### config.mk
export PLATFORM = sky130hd
export DESIGN_NAME = scgc_top
export DESIGN_NICKNAME = d
export VERILOG_FILES = /design/src/pkg/scgc_pkg.sv /design/src/rtl/scgc_top.sv
export VERILOG_INCLUDE_DIRS = /design/src /design/src/pkg
export SDC_FILE = /design/constraint.sdc
export NUM_CORES = 1
export LEC_CHECK = 0
export BUFFER_PORTS_ARGS = -buffer_cell sky130_fd_sc_hd__buf_2
export CAP_MARGIN = 20
export CORE_MARGIN = 5
export CORE_UTILIZATION = 44
export CTS_CLUSTER_DIAMETER = 120
export CTS_CLUSTER_SIZE = 40
export DETAILED_ROUTE_END_ITERATION = 8
export GPL_ROUTABILITY_DRIVEN = 0
export PLACE_DENSITY = 0.76
export SETUP_SLACK_MARGIN = 0.15
export SLEW_MARGIN = 20
export SYNTH_ARGS = -nofsm -noshare
export SYNTH_HDL_FRONTEND = slang
export SYNTH_SLANG_ARGS = --single-unit
### constraint.sdc
create_clock -name pclk -period 1.8 [get_ports pclk]
set_clock_uncertainty 0.2 [all_clocks]
set_input_delay 0.18 -clock pclk [delete_from_list [all_inputs] [get_ports pclk]]
set_output_delay 0.18 -clock pclk [all_outputs]
set_load 0.01 [all_outputs]
### src/pkg/scgc_params.svh
// Register indices, field positions, reset values and masks of the channel global control bank.
`ifndef SCGC_PARAMS_SVH
`define SCGC_PARAMS_SVH

`define SCGC_IDX_W              18
`define SCGC_IDX_GRP_A_CTRL     18'h3_0005
`define SCGC_IDX_GRP_A_TEST     18'h3_0006
`define SCGC_IDX_CH_AC_COMMON   18'h3_0024
`define SCGC_IDX_CH_AD_COMMON   18'h3_0034
`define SCGC_IDX_GRP_B_CTRL     18'h3_0105
`define SCGC_IDX_GRP_B_TEST     18'h3_0106
`define SCGC_IDX_CH_BC_COMMON   18'h3_0124
`define SCGC_IDX_CH_BD_COMMON   18'h3_0134
`define SCGC_IDX_TX_POWER_DOWN  18'h3_0200
`define SCGC_IDX_STATUS         18'h3_0201

`define SCGC_BIT_SILENCE        1
`define SCGC_BIT_SOFT_RESET     2
`define SCGC_BIT_GRP_TX_PD      3
`define SCGC_BIT_GRP_RX_PD      4
`define SCGC_BIT_TEST_SELECT    7

`define SCGC_CH_COMMON_RESET    8'h02
`define SCGC_CH_COMMON_MASK     8'h86
`define SCGC_GRP_CTRL_RESET     8'h02
`define SCGC_GRP_CTRL_MASK      8'h9e
`define SCGC_TEST_CODE_RESET    5'h00
`define SCGC_TX_PD_RESET        4'h0

`endif

### src/pkg/scgc_pkg.sv
// Types shared by the channel global control bank and its users.
package scgc_pkg;

    typedef enum logic [2:0] {
        BUS_IDLE   = 3'b001,
        BUS_LATCH  = 3'b010,
        BUS_ANSWER = 3'b100
    } scgc_bus_state_e;

    typedef struct packed {
        logic tx_alarm;
        logic rx_alarm;
        logic tx_alarm_mask;
        logic rx_alarm_mask;
    } scgc_alarm_in_s;

    typedef struct packed {
        logic alarm_irq;
        logic tx_power_down;
        logic test_mode;
        logic chan_reset;
    } scgc_chan_ctrl_s;

endpackage

### src/rtl/scgc_top.sv
// Control bank for a two-block, four-channel serial transceiver, reached over APB.
//
// Local design decision: register access over APB.
`include "scgc_params.svh"

module scgc_top (
    // APB clock and reset
    input  wire logic                          pclk,
    input  wire logic                          presetn,
    // APB slave
    input  wire logic                          psel,
    input  wire logic                          penable,
    input  wire logic                          pwrite,
    input  wire logic [19:0]                   paddr,
    input  wire logic [31:0]                   pwdata,
    input  wire logic [3:0]                    pstrb,
    output logic      [31:0]                   prdata,
    output logic                               pready,
    output logic                               pslverr,
    // Channel alarms, index 0..3 for channels AC, AD, BC, BD
    input  wire scgc_pkg::scgc_alarm_in_s [3:0] chan_alarm,
    // Effective per-channel controls
    output scgc_pkg::scgc_chan_ctrl_s [3:0]    chan_ctrl,
    // Per-block test pattern code and receive power-down, index 0 for block A
    output logic      [1:0][4:0]               test_pattern_code,
    output logic      [1:0]                    group_rx_power_down
);

    localparam int NUM_CH  = 4;
    localparam int NUM_GRP = 2;

    ////////////////////////////////////////////////////////////////////////////////
    // Register state.

    scgc_pkg::scgc_bus_state_e     bus_state_reg;
    scgc_pkg::scgc_bus_state_e     bus_state_next;
    logic [31:0]                   prdata_reg;
    logic [31:0]                   prdata_next;
    logic                          pready_reg;
    logic                          pready_next;
    logic                          pslverr_reg;
    logic                          pslverr_next;
    logic [NUM_CH-1:0][7:0]        ch_common_reg;
    logic [NUM_CH-1:0][7:0]        ch_common_next;
    logic [NUM_GRP-1:0][7:0]       grp_ctrl_reg;
    logic [NUM_GRP-1:0][7:0]       grp_ctrl_next;
    logic [NUM_GRP-1:0][4:0]       test_code_reg;
    logic [NUM_GRP-1:0][4:0]       test_code_next;
    logic [NUM_CH-1:0]             tx_pd_reg;
    logic [NUM_CH-1:0]             tx_pd_next;
    scgc_pkg::scgc_chan_ctrl_s [NUM_CH-1:0] chan_ctrl_reg;
    scgc_pkg::scgc_chan_ctrl_s [NUM_CH-1:0] chan_ctrl_next;

    logic [`SCGC_IDX_W-1:0]        reg_index;
    logic                          write_fire;
    logic                          addr_hit;
    logic                          low_lane;
    logic [31:0]                   read_value;
    logic [15:0]                   status_value;

    assign reg_index  = paddr[19:2];
    assign write_fire = psel && penable && pwrite && pready_reg;
    assign low_lane   = pstrb[0];

    ////////////////////////////////////////////////////////////////////////////////
    // Address decode and read data.

    always_comb begin
        status_value = '0;
        for (int c = 0; c < NUM_CH; c++) begin
            status_value[4*c +: 4] = chan_ctrl_reg[c];
        end
        addr_hit   = 1'b1;
        read_value = '0;
        case (reg_index)
            `SCGC_IDX_GRP_A_CTRL: begin
                read_value[7:0] = grp_ctrl_reg[0];
            end
            `SCGC_IDX_GRP_B_CTRL: begin
                read_value[7:0] = grp_ctrl_reg[1];
            end
            `SCGC_IDX_GRP_A_TEST: begin
                read_value[4:0] = test_code_reg[0];
            end
            `SCGC_IDX_GRP_B_TEST: begin
                read_value[4:0] = test_code_reg[1];
            end
            `SCGC_IDX_CH_AC_COMMON: begin
                read_value[7:0] = ch_common_reg[0];
            end
            `SCGC_IDX_CH_AD_COMMON: begin
                read_value[7:0] = ch_common_reg[1];
            end
            `SCGC_IDX_CH_BC_COMMON: begin
                read_value[7:0] = ch_common_reg[2];
            end
            `SCGC_IDX_CH_BD_COMMON: begin
                read_value[7:0] = ch_common_reg[3];
            end
            `SCGC_IDX_TX_POWER_DOWN: begin
                read_value[3:0] = tx_pd_reg;
            end
            `SCGC_IDX_STATUS: begin
                read_value[15:0] = status_value;
            end
            default: begin
                addr_hit = 1'b0;
            end
        endcase
    end

    ////////////////////////////////////////////////////////////////////////////////
    // APB handshake: two wait cycles, so read data and pready come from flip-flops.

    always_comb begin
        bus_state_next = bus_state_reg;
        prdata_next    = prdata_reg;
        pready_next    = 1'b0;
        pslverr_next   = 1'b0;
        case (bus_state_reg)
            scgc_pkg::BUS_IDLE: begin
                if (psel && penable) begin
                    bus_state_next = scgc_pkg::BUS_LATCH;
                end
            end
            scgc_pkg::BUS_LATCH: begin
                prdata_next    = pwrite ? 32'h0000_0000 : read_value;
                pready_next    = 1'b1;
                pslverr_next   = !addr_hit;
                bus_state_next = scgc_pkg::BUS_ANSWER;
            end
            scgc_pkg::BUS_ANSWER: begin
                bus_state_next = scgc_pkg::BUS_IDLE;
            end
            default: begin
                bus_state_next = scgc_pkg::BUS_IDLE;
            end
        endcase
    end

    always_ff @(posedge pclk or negedge presetn) begin
        if (!presetn) begin
            bus_state_reg <= scgc_pkg::BUS_IDLE;
            prdata_reg    <= 32'h0000_0000;
            pready_reg    <= 1'b0;
            pslverr_reg   <= 1'b0;
        end else begin
            bus_state_reg <= bus_state_next;
            prdata_reg    <= prdata_next;
            pready_reg    <= pready_next;
            pslverr_reg   <= pslverr_next;
        end
    end

    ////////////////////////////////////////////////////////////////////////////////
    // Configuration registers; only lane 0 carries the eight-bit fields.

    always_comb begin
        ch_common_next = ch_common_reg;
        grp_ctrl_next  = grp_ctrl_reg;
        test_code_next = test_code_reg;
        tx_pd_next     = tx_pd_reg;
        if (write_fire && low_lane) begin
            case (reg_index)
                `SCGC_IDX_GRP_A_CTRL: begin
                    grp_ctrl_next[0] = pwdata[7:0] & `SCGC_GRP_CTRL_MASK;
                end
                `SCGC_IDX_GRP_B_CTRL: begin
                    grp_ctrl_next[1] = pwdata[7:0] & `SCGC_GRP_CTRL_MASK;
                end
                `SCGC_IDX_GRP_A_TEST: begin
                    test_code_next[0] = pwdata[4:0];
                end
                `SCGC_IDX_GRP_B_TEST: begin
                    test_code_next[1] = pwdata[4:0];
                end
                `SCGC_IDX_CH_AC_COMMON: begin
                    ch_common_next[0] = pwdata[7:0] & `SCGC_CH_COMMON_MASK;
                end
                `SCGC_IDX_CH_AD_COMMON: begin
                    ch_common_next[1] = pwdata[7:0] & `SCGC_CH_COMMON_MASK;
                end
                `SCGC_IDX_CH_BC_COMMON: begin
                    ch_common_next[2] = pwdata[7:0] & `SCGC_CH_COMMON_MASK;
                end
                `SCGC_IDX_CH_BD_COMMON: begin
                    ch_common_next[3] = pwdata[7:0] & `SCGC_CH_COMMON_MASK;
                end
                `SCGC_IDX_TX_POWER_DOWN: begin
                    tx_pd_next = pwdata[3:0];
                end
                default: begin
                    tx_pd_next = tx_pd_reg;
                end
            endcase
        end
    end

    // Soft resets never touch these; only the hardware reset does.
    always_ff @(posedge pclk or negedge presetn) begin
        if (!presetn) begin
            for (int c = 0; c < NUM_CH; c++) begin
                ch_common_reg[c] <= `SCGC_CH_COMMON_RESET;
            end
            for (int g = 0; g < NUM_GRP; g++) begin
                grp_ctrl_reg[g]  <= `SCGC_GRP_CTRL_RESET;
                test_code_reg[g] <= `SCGC_TEST_CODE_RESET;
            end
            tx_pd_reg <= `SCGC_TX_PD_RESET;
        end else begin
            ch_common_reg <= ch_common_next;
            grp_ctrl_reg  <= grp_ctrl_next;
            test_code_reg <= test_code_next;
            tx_pd_reg     <= tx_pd_next;
        end
    end

    ////////////////////////////////////////////////////////////////////////////////
    // Effective per-channel controls; channels 0 and 1 belong to block A.

    always_comb begin
        logic [7:0] cc;
        logic [7:0] gc;
        logic       silenced;
        logic       tx_hit;
        logic       rx_hit;
        cc       = '0;
        gc       = '0;
        silenced = 1'b0;
        tx_hit   = 1'b0;
        rx_hit   = 1'b0;
        for (int c = 0; c < NUM_CH; c++) begin
            cc       = ch_common_reg[c];
            gc       = grp_ctrl_reg[c/2];
            silenced = gc[`SCGC_BIT_SILENCE] | cc[`SCGC_BIT_SILENCE];
            tx_hit   = chan_alarm[c].tx_alarm & ~chan_alarm[c].tx_alarm_mask;
            rx_hit   = chan_alarm[c].rx_alarm & ~chan_alarm[c].rx_alarm_mask;
            chan_ctrl_next[c].alarm_irq     = (tx_hit | rx_hit) & ~silenced;
            chan_ctrl_next[c].chan_reset    = gc[`SCGC_BIT_SOFT_RESET]
                                            | cc[`SCGC_BIT_SOFT_RESET];
            chan_ctrl_next[c].tx_power_down = gc[`SCGC_BIT_GRP_TX_PD]
                                            | tx_pd_reg[c];
            chan_ctrl_next[c].test_mode     = gc[`SCGC_BIT_TEST_SELECT]
                                            | cc[`SCGC_BIT_TEST_SELECT];
        end
    end

    // The hardware reset holds every channel in reset as well.
    always_ff @(posedge pclk or negedge presetn) begin
        if (!presetn) begin
            for (int c = 0; c < NUM_CH; c++) begin
                chan_ctrl_reg[c] <= 4'b0001;
            end
        end else begin
            chan_ctrl_reg <= chan_ctrl_next;
        end
    end

    ////////////////////////////////////////////////////////////////////////////////
    // Outputs.

    assign prdata    = prdata_reg;
    assign pready    = pready_reg;
    assign pslverr   = pslverr_reg;
    assign chan_ctrl = chan_ctrl_reg;

    always_comb begin
        for (int g = 0; g < NUM_GRP; g++) begin
            test_pattern_code[g]   = test_code_reg[g];
            group_rx_power_down[g] = grp_ctrl_reg[g][`SCGC_BIT_GRP_RX_PD];
        end
    end

endmodule

==> results.yml, run 1 <==
run_status:
  status: "finished with violations"
  violations: "setup timing"
yosys:
  synthArstFlopShare_pct: 100
  avgSynthCellArea_um2: 11.8
  syn-instance-count: 301
  yosys_warnings: 0
  synthFlopType: "dfrtp_1"
  ys_seq_elements: 73
  ys_types: 45
  syn_area_um2: 3570
  seq_area_frac_synth_pct: 51.6
  synth_enable_flop_cells: 0
clock_tree:
  cts_tree: "yes"
  clk_pin_slew_worst_paths_ns: 0.08
  cts.path.max_buffers: 2
  insertion_delay_ns: 0.36
  h-tree-depth: 3
  cts.sinks: 73
  cts_root_buffer: "clkbuf_8"
  cts_made_buffers: 9
sta:
  slew_violations: 0
  rsz0062_at_grt: "yes"
  max_freq_ghz: 0.515
  fin_crit_ns: 1.94
  hold_viol: 0
  setup_viol: 23
  period_share_pct: 108
  slew_headroom_pct: 66.8
  worst_pin_slew_ns: 0.491
  setup_ws_ns: -0.141
layout:
  fin_util_pct: 68.1
  num-nets-final: 551
  final_cell_area_um2: 5310
  n_antenna_cell: 0
  area_growth_pct: 49.0
  finalNonFillerCells: 581
  drive_gt1_share_pct: 60.8
placed_design:
  place_hpwl_mm: 7.82
  dpl.cell_count: 538
  place_area_um2: 4530
  io_buffers: 91
route:
  via_per_inst: 5.31
  wl_per_cell_um: 18.5
  drc: 0
  postRouteAntennaNets: 0
  dr.pass1.iters: 4
  first_iter_violations: 187
  dr_total_vias: 3087
  drt_wl_total_mm: 10.7
critical_path:
  end_kind: "register"
  path_cells: "and3_4, nor2b_4, nand3_2, or4_4, mux2_2"
  cp_max_fo: 3
  path_class: "reg2reg"
  cp-start-kind: "register"
  crit_required_ns: 1.84
  cp_slowest_stage_delay_ns: 0.46
  crit_arrival_ns: 1.98
  slowest_stage: "or4_4"
grt:
  grt_pass1_vias: 3116
  overflow: 0
  grt_pass1_wl_mm: 16.0
  antenna_found_initial: 0
  grt_max_degree: 25
  track_usage_pct: 20.7
floorplanning:
  num_rows: 32
  start_util_pct: 45.7
  coreArea_um2: 7810
  fp.dieH_um: 100
  die-area_um2: 10000
  ios: 139
  die_width_um: 100
pwr:
  power.leakage_nw: 2.72
  peakVddDrop_mv: 0.552
  power_density_nw_per_um2: 653
  total_power_mw: 3.47
hold_path:
  hold_class: "in2reg"
job:
  drv_cap: 0
-- what timing repair did --
action                                  in CTS  in global routing
pin swaps                                    3                 10
endpoints found under the setup margin      50                 52
buffers inserted                             2                 11
gates resized for setup                     28                 50
hold endpoints to repair                    89                  0
gates cloned                                 0                  1
hold buffers                                13                  0
-- cells in the mapped netlist (all sizes together), types with 4 or more instances --
master / number / area, um2
dfrtp: 62 / 1550
nor2: 12 / 60.1
nand4b: 4 / 50.1
nor3: 14 / 75.1
a22oi: 7 / 52.6
inv: 17 / 63.8
buf: 24 / 176
mux2: 40 / 469
nand2: 16 / 60.1
o31ai: 6 / 45.0
nor4b: 4 / 35.0
or2: 12 / 75.1
dfstp: 11 / 289
o21ai: 4 / 20.0
a22o: 10 / 87.6
nor4: 9 / 86.3
nand3: 8 / 40.0
mux2i: 7 / 70.1
-- where the power goes --
group          internal (mW)  leakage, nW  switching [mW]
clock                  0.651       0.0966           0.664
sequential              1.69        0.940          0.0300
combinational          0.198         1.68           0.238
total                   2.54         2.72           0.931
-- through the flow --
stage                     TNS, ns  hold slack, ns  worst slack (ns)
final                       -1.23          0.0271            -0.141
after CTS                  -0.445          0.0115           -0.0874
after floorplan             -4.31          -0.316            -0.165
after detailed placement   -11.18         -0.0776            -0.293
after global placement      -9.97         -0.0771            -0.265
after global routing        -2.92          0.0257            -0.178
-- cell usage in the layout (no fill, tap or decap), types with 3 or more instances in the layout --
master,instances
nor2_1,6
nand2_1,13
nand3_1,4
buf_2,89
mux2_4,29
buf_6,8
or2_2,12
a22o_1,10
inv_6,3
nand4b_1,3
conb_1,16
o31ai_1,4
nand4_1,3
mux2i_1,7
nand2_2,3
nor2_4,3
o21ai_1,4
nor3_1,8
nor3_4,3
mux2_2,11
inv_1,16
clkbuf_8,9
nor4_4,5
o22ai_1,3
nor4b_1,3
nor3_2,3
a22oi_1,6
buf_4,61
dfrtp_1,62
dlygate4sd3_1,13
nor2_2,3
dfstp_2,11
-- cell type report --
class	count	area, um2
fill	576	2490
clock buffer	9	124
timing repair buffer	174	1170
tap	102	128
multi-input combinational	199	1910
inverter	17	66.3
sequential	73	1840
clock inverter	7	76.3
-- layer usage --
metal	track usage, %	wire (um)
met1	26.3	4390
met2	34.0	5250
met3	5.49	849
met4	7.36	259
met5	0	0
-- cell families after synthesis --
| family | Yosys count | synth area share [%] |
|---|---|---|
| simple gates | 97 | 17.6 |
| other cells | 1 | 0.105 |
| compound gates | 39 | 8.49 |
| buf+inv | 44 | 7.05 |
| flops | 73 | 51.6 |
| mux | 47 | 15.1 |
-- path summary, 6_finish.rpt --
| path | slack, ns | startpoint | cells after the start | to |
|---|---|---|---|---|
| max in group asynchronous | 0.71 | presetn | 3 | bus_state_reg[0] |
| min reg2reg | 0.28 | ch_common_reg[18] | 1 | chan_ctrl[8] |
| min | 0.03 | chan_alarm[2] | 3 | chan_ctrl[3] |
| max reg2reg | -0.14 | pready | 5 | ch_common_reg[26] |
| min in group asynchronous | 0.07 | presetn | 2 | grp_ctrl_reg[7] |
| max | -0.14 | pready | 5 | ch_common_reg[26] |
-- worst max-delay path: cells and delay by family, from the launching register on --
kind / cells / cell delay [ns]
DFF: 1 / 0.35
muxes: 1 / 0.30
and+or+nand+nor: 4 / 0.98
(Power assumes the default switching activity.)
==> inputs of run 2 (changes only) <==
--- a/config.mk
+++ b/config.mk
@@ -6,10 +6,12 @@
 export SDC_FILE = /design/constraint.sdc
 export NUM_CORES = 1
 export LEC_CHECK = 0
+export ABC_AREA = 1
 export BUFFER_PORTS_ARGS = -buffer_cell sky130_fd_sc_hd__buf_2
 export CAP_MARGIN = 20
 export CORE_MARGIN = 5
 export CORE_UTILIZATION = 44
+export CTS_BUF_LIST = sky130_fd_sc_hd__clkbuf_16
 export CTS_CLUSTER_DIAMETER = 120
 export CTS_CLUSTER_SIZE = 40
 export DETAILED_ROUTE_END_ITERATION = 8
==> results.yml, run 2 <==
yosys:
  ys_types: 28
  syn-instance-count: 420
  yosys-top-cells-count: "nand2_1 (117), dfrtp_1 (62), nand3_1 (36)"
  synthTopCellsByArea: "dfrtp_1 (43%), nand2_1 (12%), dfstp_2 (8.0%), nand3_1 (5.0%), buf_4 (4.0%)"
  synth_enable_flop_cells: 0
  yosys.area.top_type: "dfrtp_1"
  avgSynthCellArea_um2: 8.60
  yosys_warnings: 0
  syn_area_um2: 3610
  seq_area_frac_synth_pct: 51.0
  synthArstFlopShare_pct: 100
  synthFlopType: "dfrtp_1"
  synth_top_area_share_pct: 43.0
  synthMostInstantiatedCell: "nand2_1"
  ys_seq_elements: 73
sta:
  hold_viol: 0
  rsz0062_at_grt: "no"
  setup_viol: 0
  fin_setup_tns_ns: 0
  fin_crit_ns: 1.62
  slew_violations: 0
  max_freq_ghz: 0.616
  period_share_pct: 90.1
placed_design:
  dpl.cell_count: 616
  place_hpwl_mm: 6.87
  io_buffers: 91
  place_area_um2: 4180
critical_path:
  crit_required_ns: 1.85
  crit_arrival_ns: 1.68
  cp_max_fo: 1
  cp-start-kind: "input port"
  crit_path_start: "chan_alarm[12]"
  timing.rr.start: "bus_state_reg[2]"
  end_kind: "register"
  path_class: "in2reg"
pwr:
  power_density_nw_per_um2: 864
  peakVddDrop_mv: 0.738
  power.leakage_nw: 2.44
  total_power_mw: 4.06
layout:
  final_cell_mix: "nand2_1 (117), buf_2 (91), dfrtp_1 (62), nand3_1 (36), inv_1 (33)"
  seq_area_um2: 1840
  final_common_cell: "nand2_1"
  area_growth_pct: 30.0
  n_antenna_cell: 0
  num-nets-final: 618
  fin_util_pct: 58.0
  multi_input_area_um2: 1530
  fillerInstances: 727
  finalNonFillerCells: 651
  drive_gt1_share_pct: 33.3
  final_cell_area_um2: 4690
floorplanning:
  die-area_um2: 10100
  ios: 139
  start_util_pct: 44.6
  num_rows: 33
  fp.dieH_um: 101
  coreArea_um2: 8090
  die_width_um: 101
grt:
  overflow: 0
  met3_usage_pct: 4.98
  grt_pass1_vias: 3176
  grt_max_degree: 25
  use_met1_pct: 24.2
  gr-max-usage-layer: "met2"
  grt_pass1_wl_mm: 15.1
  met2_usage_pct: 30.8
  track_usage_pct: 18.9
  antenna_found_initial: 0
hold_path:
  hold_class: "in2reg"
  hold_path.startpoint: "chan_alarm[6]"
route:
  drt_wl_total_mm: 9.14
  via_per_inst: 4.91
  dr_total_vias: 3199
  wl_per_cell_um: 14.0
  postRouteAntennaNets: 0
  drc: 0
  first_iter_violations: 184
  dr.pass1.iters: 4
job:
  drv_cap: 0
clock_tree:
  cts.path.max_buffers: 2
  h-tree-depth: 3
  cts_root_buffer: "clkbuf_16"
  insertion_delay_ns: 0.33
  cts_tree: "yes"
  clk_pin_slew_worst_paths_ns: 0.06
  cts.sinks: 73
  cts_made_buffers: 9
run_status:
  status: "finished, final reports clean"
[run 2: layout make-up]
cell class | count | area share, %
Clock buffer | 9 | 4.80
Clock inverter | 7 | 1.36
Inverter | 38 | 3.04
Multi-Input combinational cell | 301 | 32.6
Sequential cell | 73 | 39.2
Tap cell | 105 | 2.80
Timing Repair Buffer | 118 | 16.2
[run 2: power breakdown]
| part | internal (mW) | total [mW] | switching, mW |
|---|---|---|---|
| clock | 1.06 | 1.71 | 0.648 |
| combinational | 0.224 | 0.511 | 0.287 |
| sequential | 1.77 | 1.84 | 0.0668 |
[run 2: final timing paths]
path / to / depth (start not counted) / slack, ns
worst max-delay path: chan_ctrl[15] / 5 / 0.18
worst max register to register: prdata[14] / 6 / 0.30
worst min register to register: prdata[4] / 2 / 0.27
min in group asynchronous: chan_ctrl[6] / 2 / 0.14
max in group asynchronous: ch_common_reg[9] / 3 / 0.65
worst min-delay path: chan_ctrl[7] / 4 / 0.05
[run 2: metrics by stage]
| stage | worst slack, ns | hold slack, ns |
|---|---|---|
| after floorplan | 0.351 | -0.316 |
| after global placement | 0.123 | -0.0456 |
| after detailed placement | 0.0853 | -0.0375 |
| after CTS | 0.173 | 0.0113 |
| after global routing | 0.115 | 0.0740 |
| final | 0.177 | 0.0530 |
[run 2: worst max-delay path, stage by stage]
cell           delay, ns
dlygate4sd3_1       0.53
buf_2               0.12
o22ai_1             0.10
dlygate4sd3_1       0.58
nor3b_2             0.17
[run 2: kinds of logic after synthesis]
family	after synthesis	share of synthesized area, %
simple gates	230	32.4
compound gates	55	7.76
flops	73	51.0
buf+inv	61	8.77
other cells	1	0.104
[run 2: routing by layer]
metal	vias to the layer above	wire length, um
met1	1517	3860
li1	1564	-
met5	-	0
met4	0	161
met3	14	662
met2	104	4450
[run 2: timing repair]
item / 4_1_cts / 5_1_grt
gates resized for setup: 0 / 4
hold buffers: 15 / 0
setup buffers: 0 / 4
hold endpoints to repair: 77 / 0
setup endpoints to repair: 0 / 28
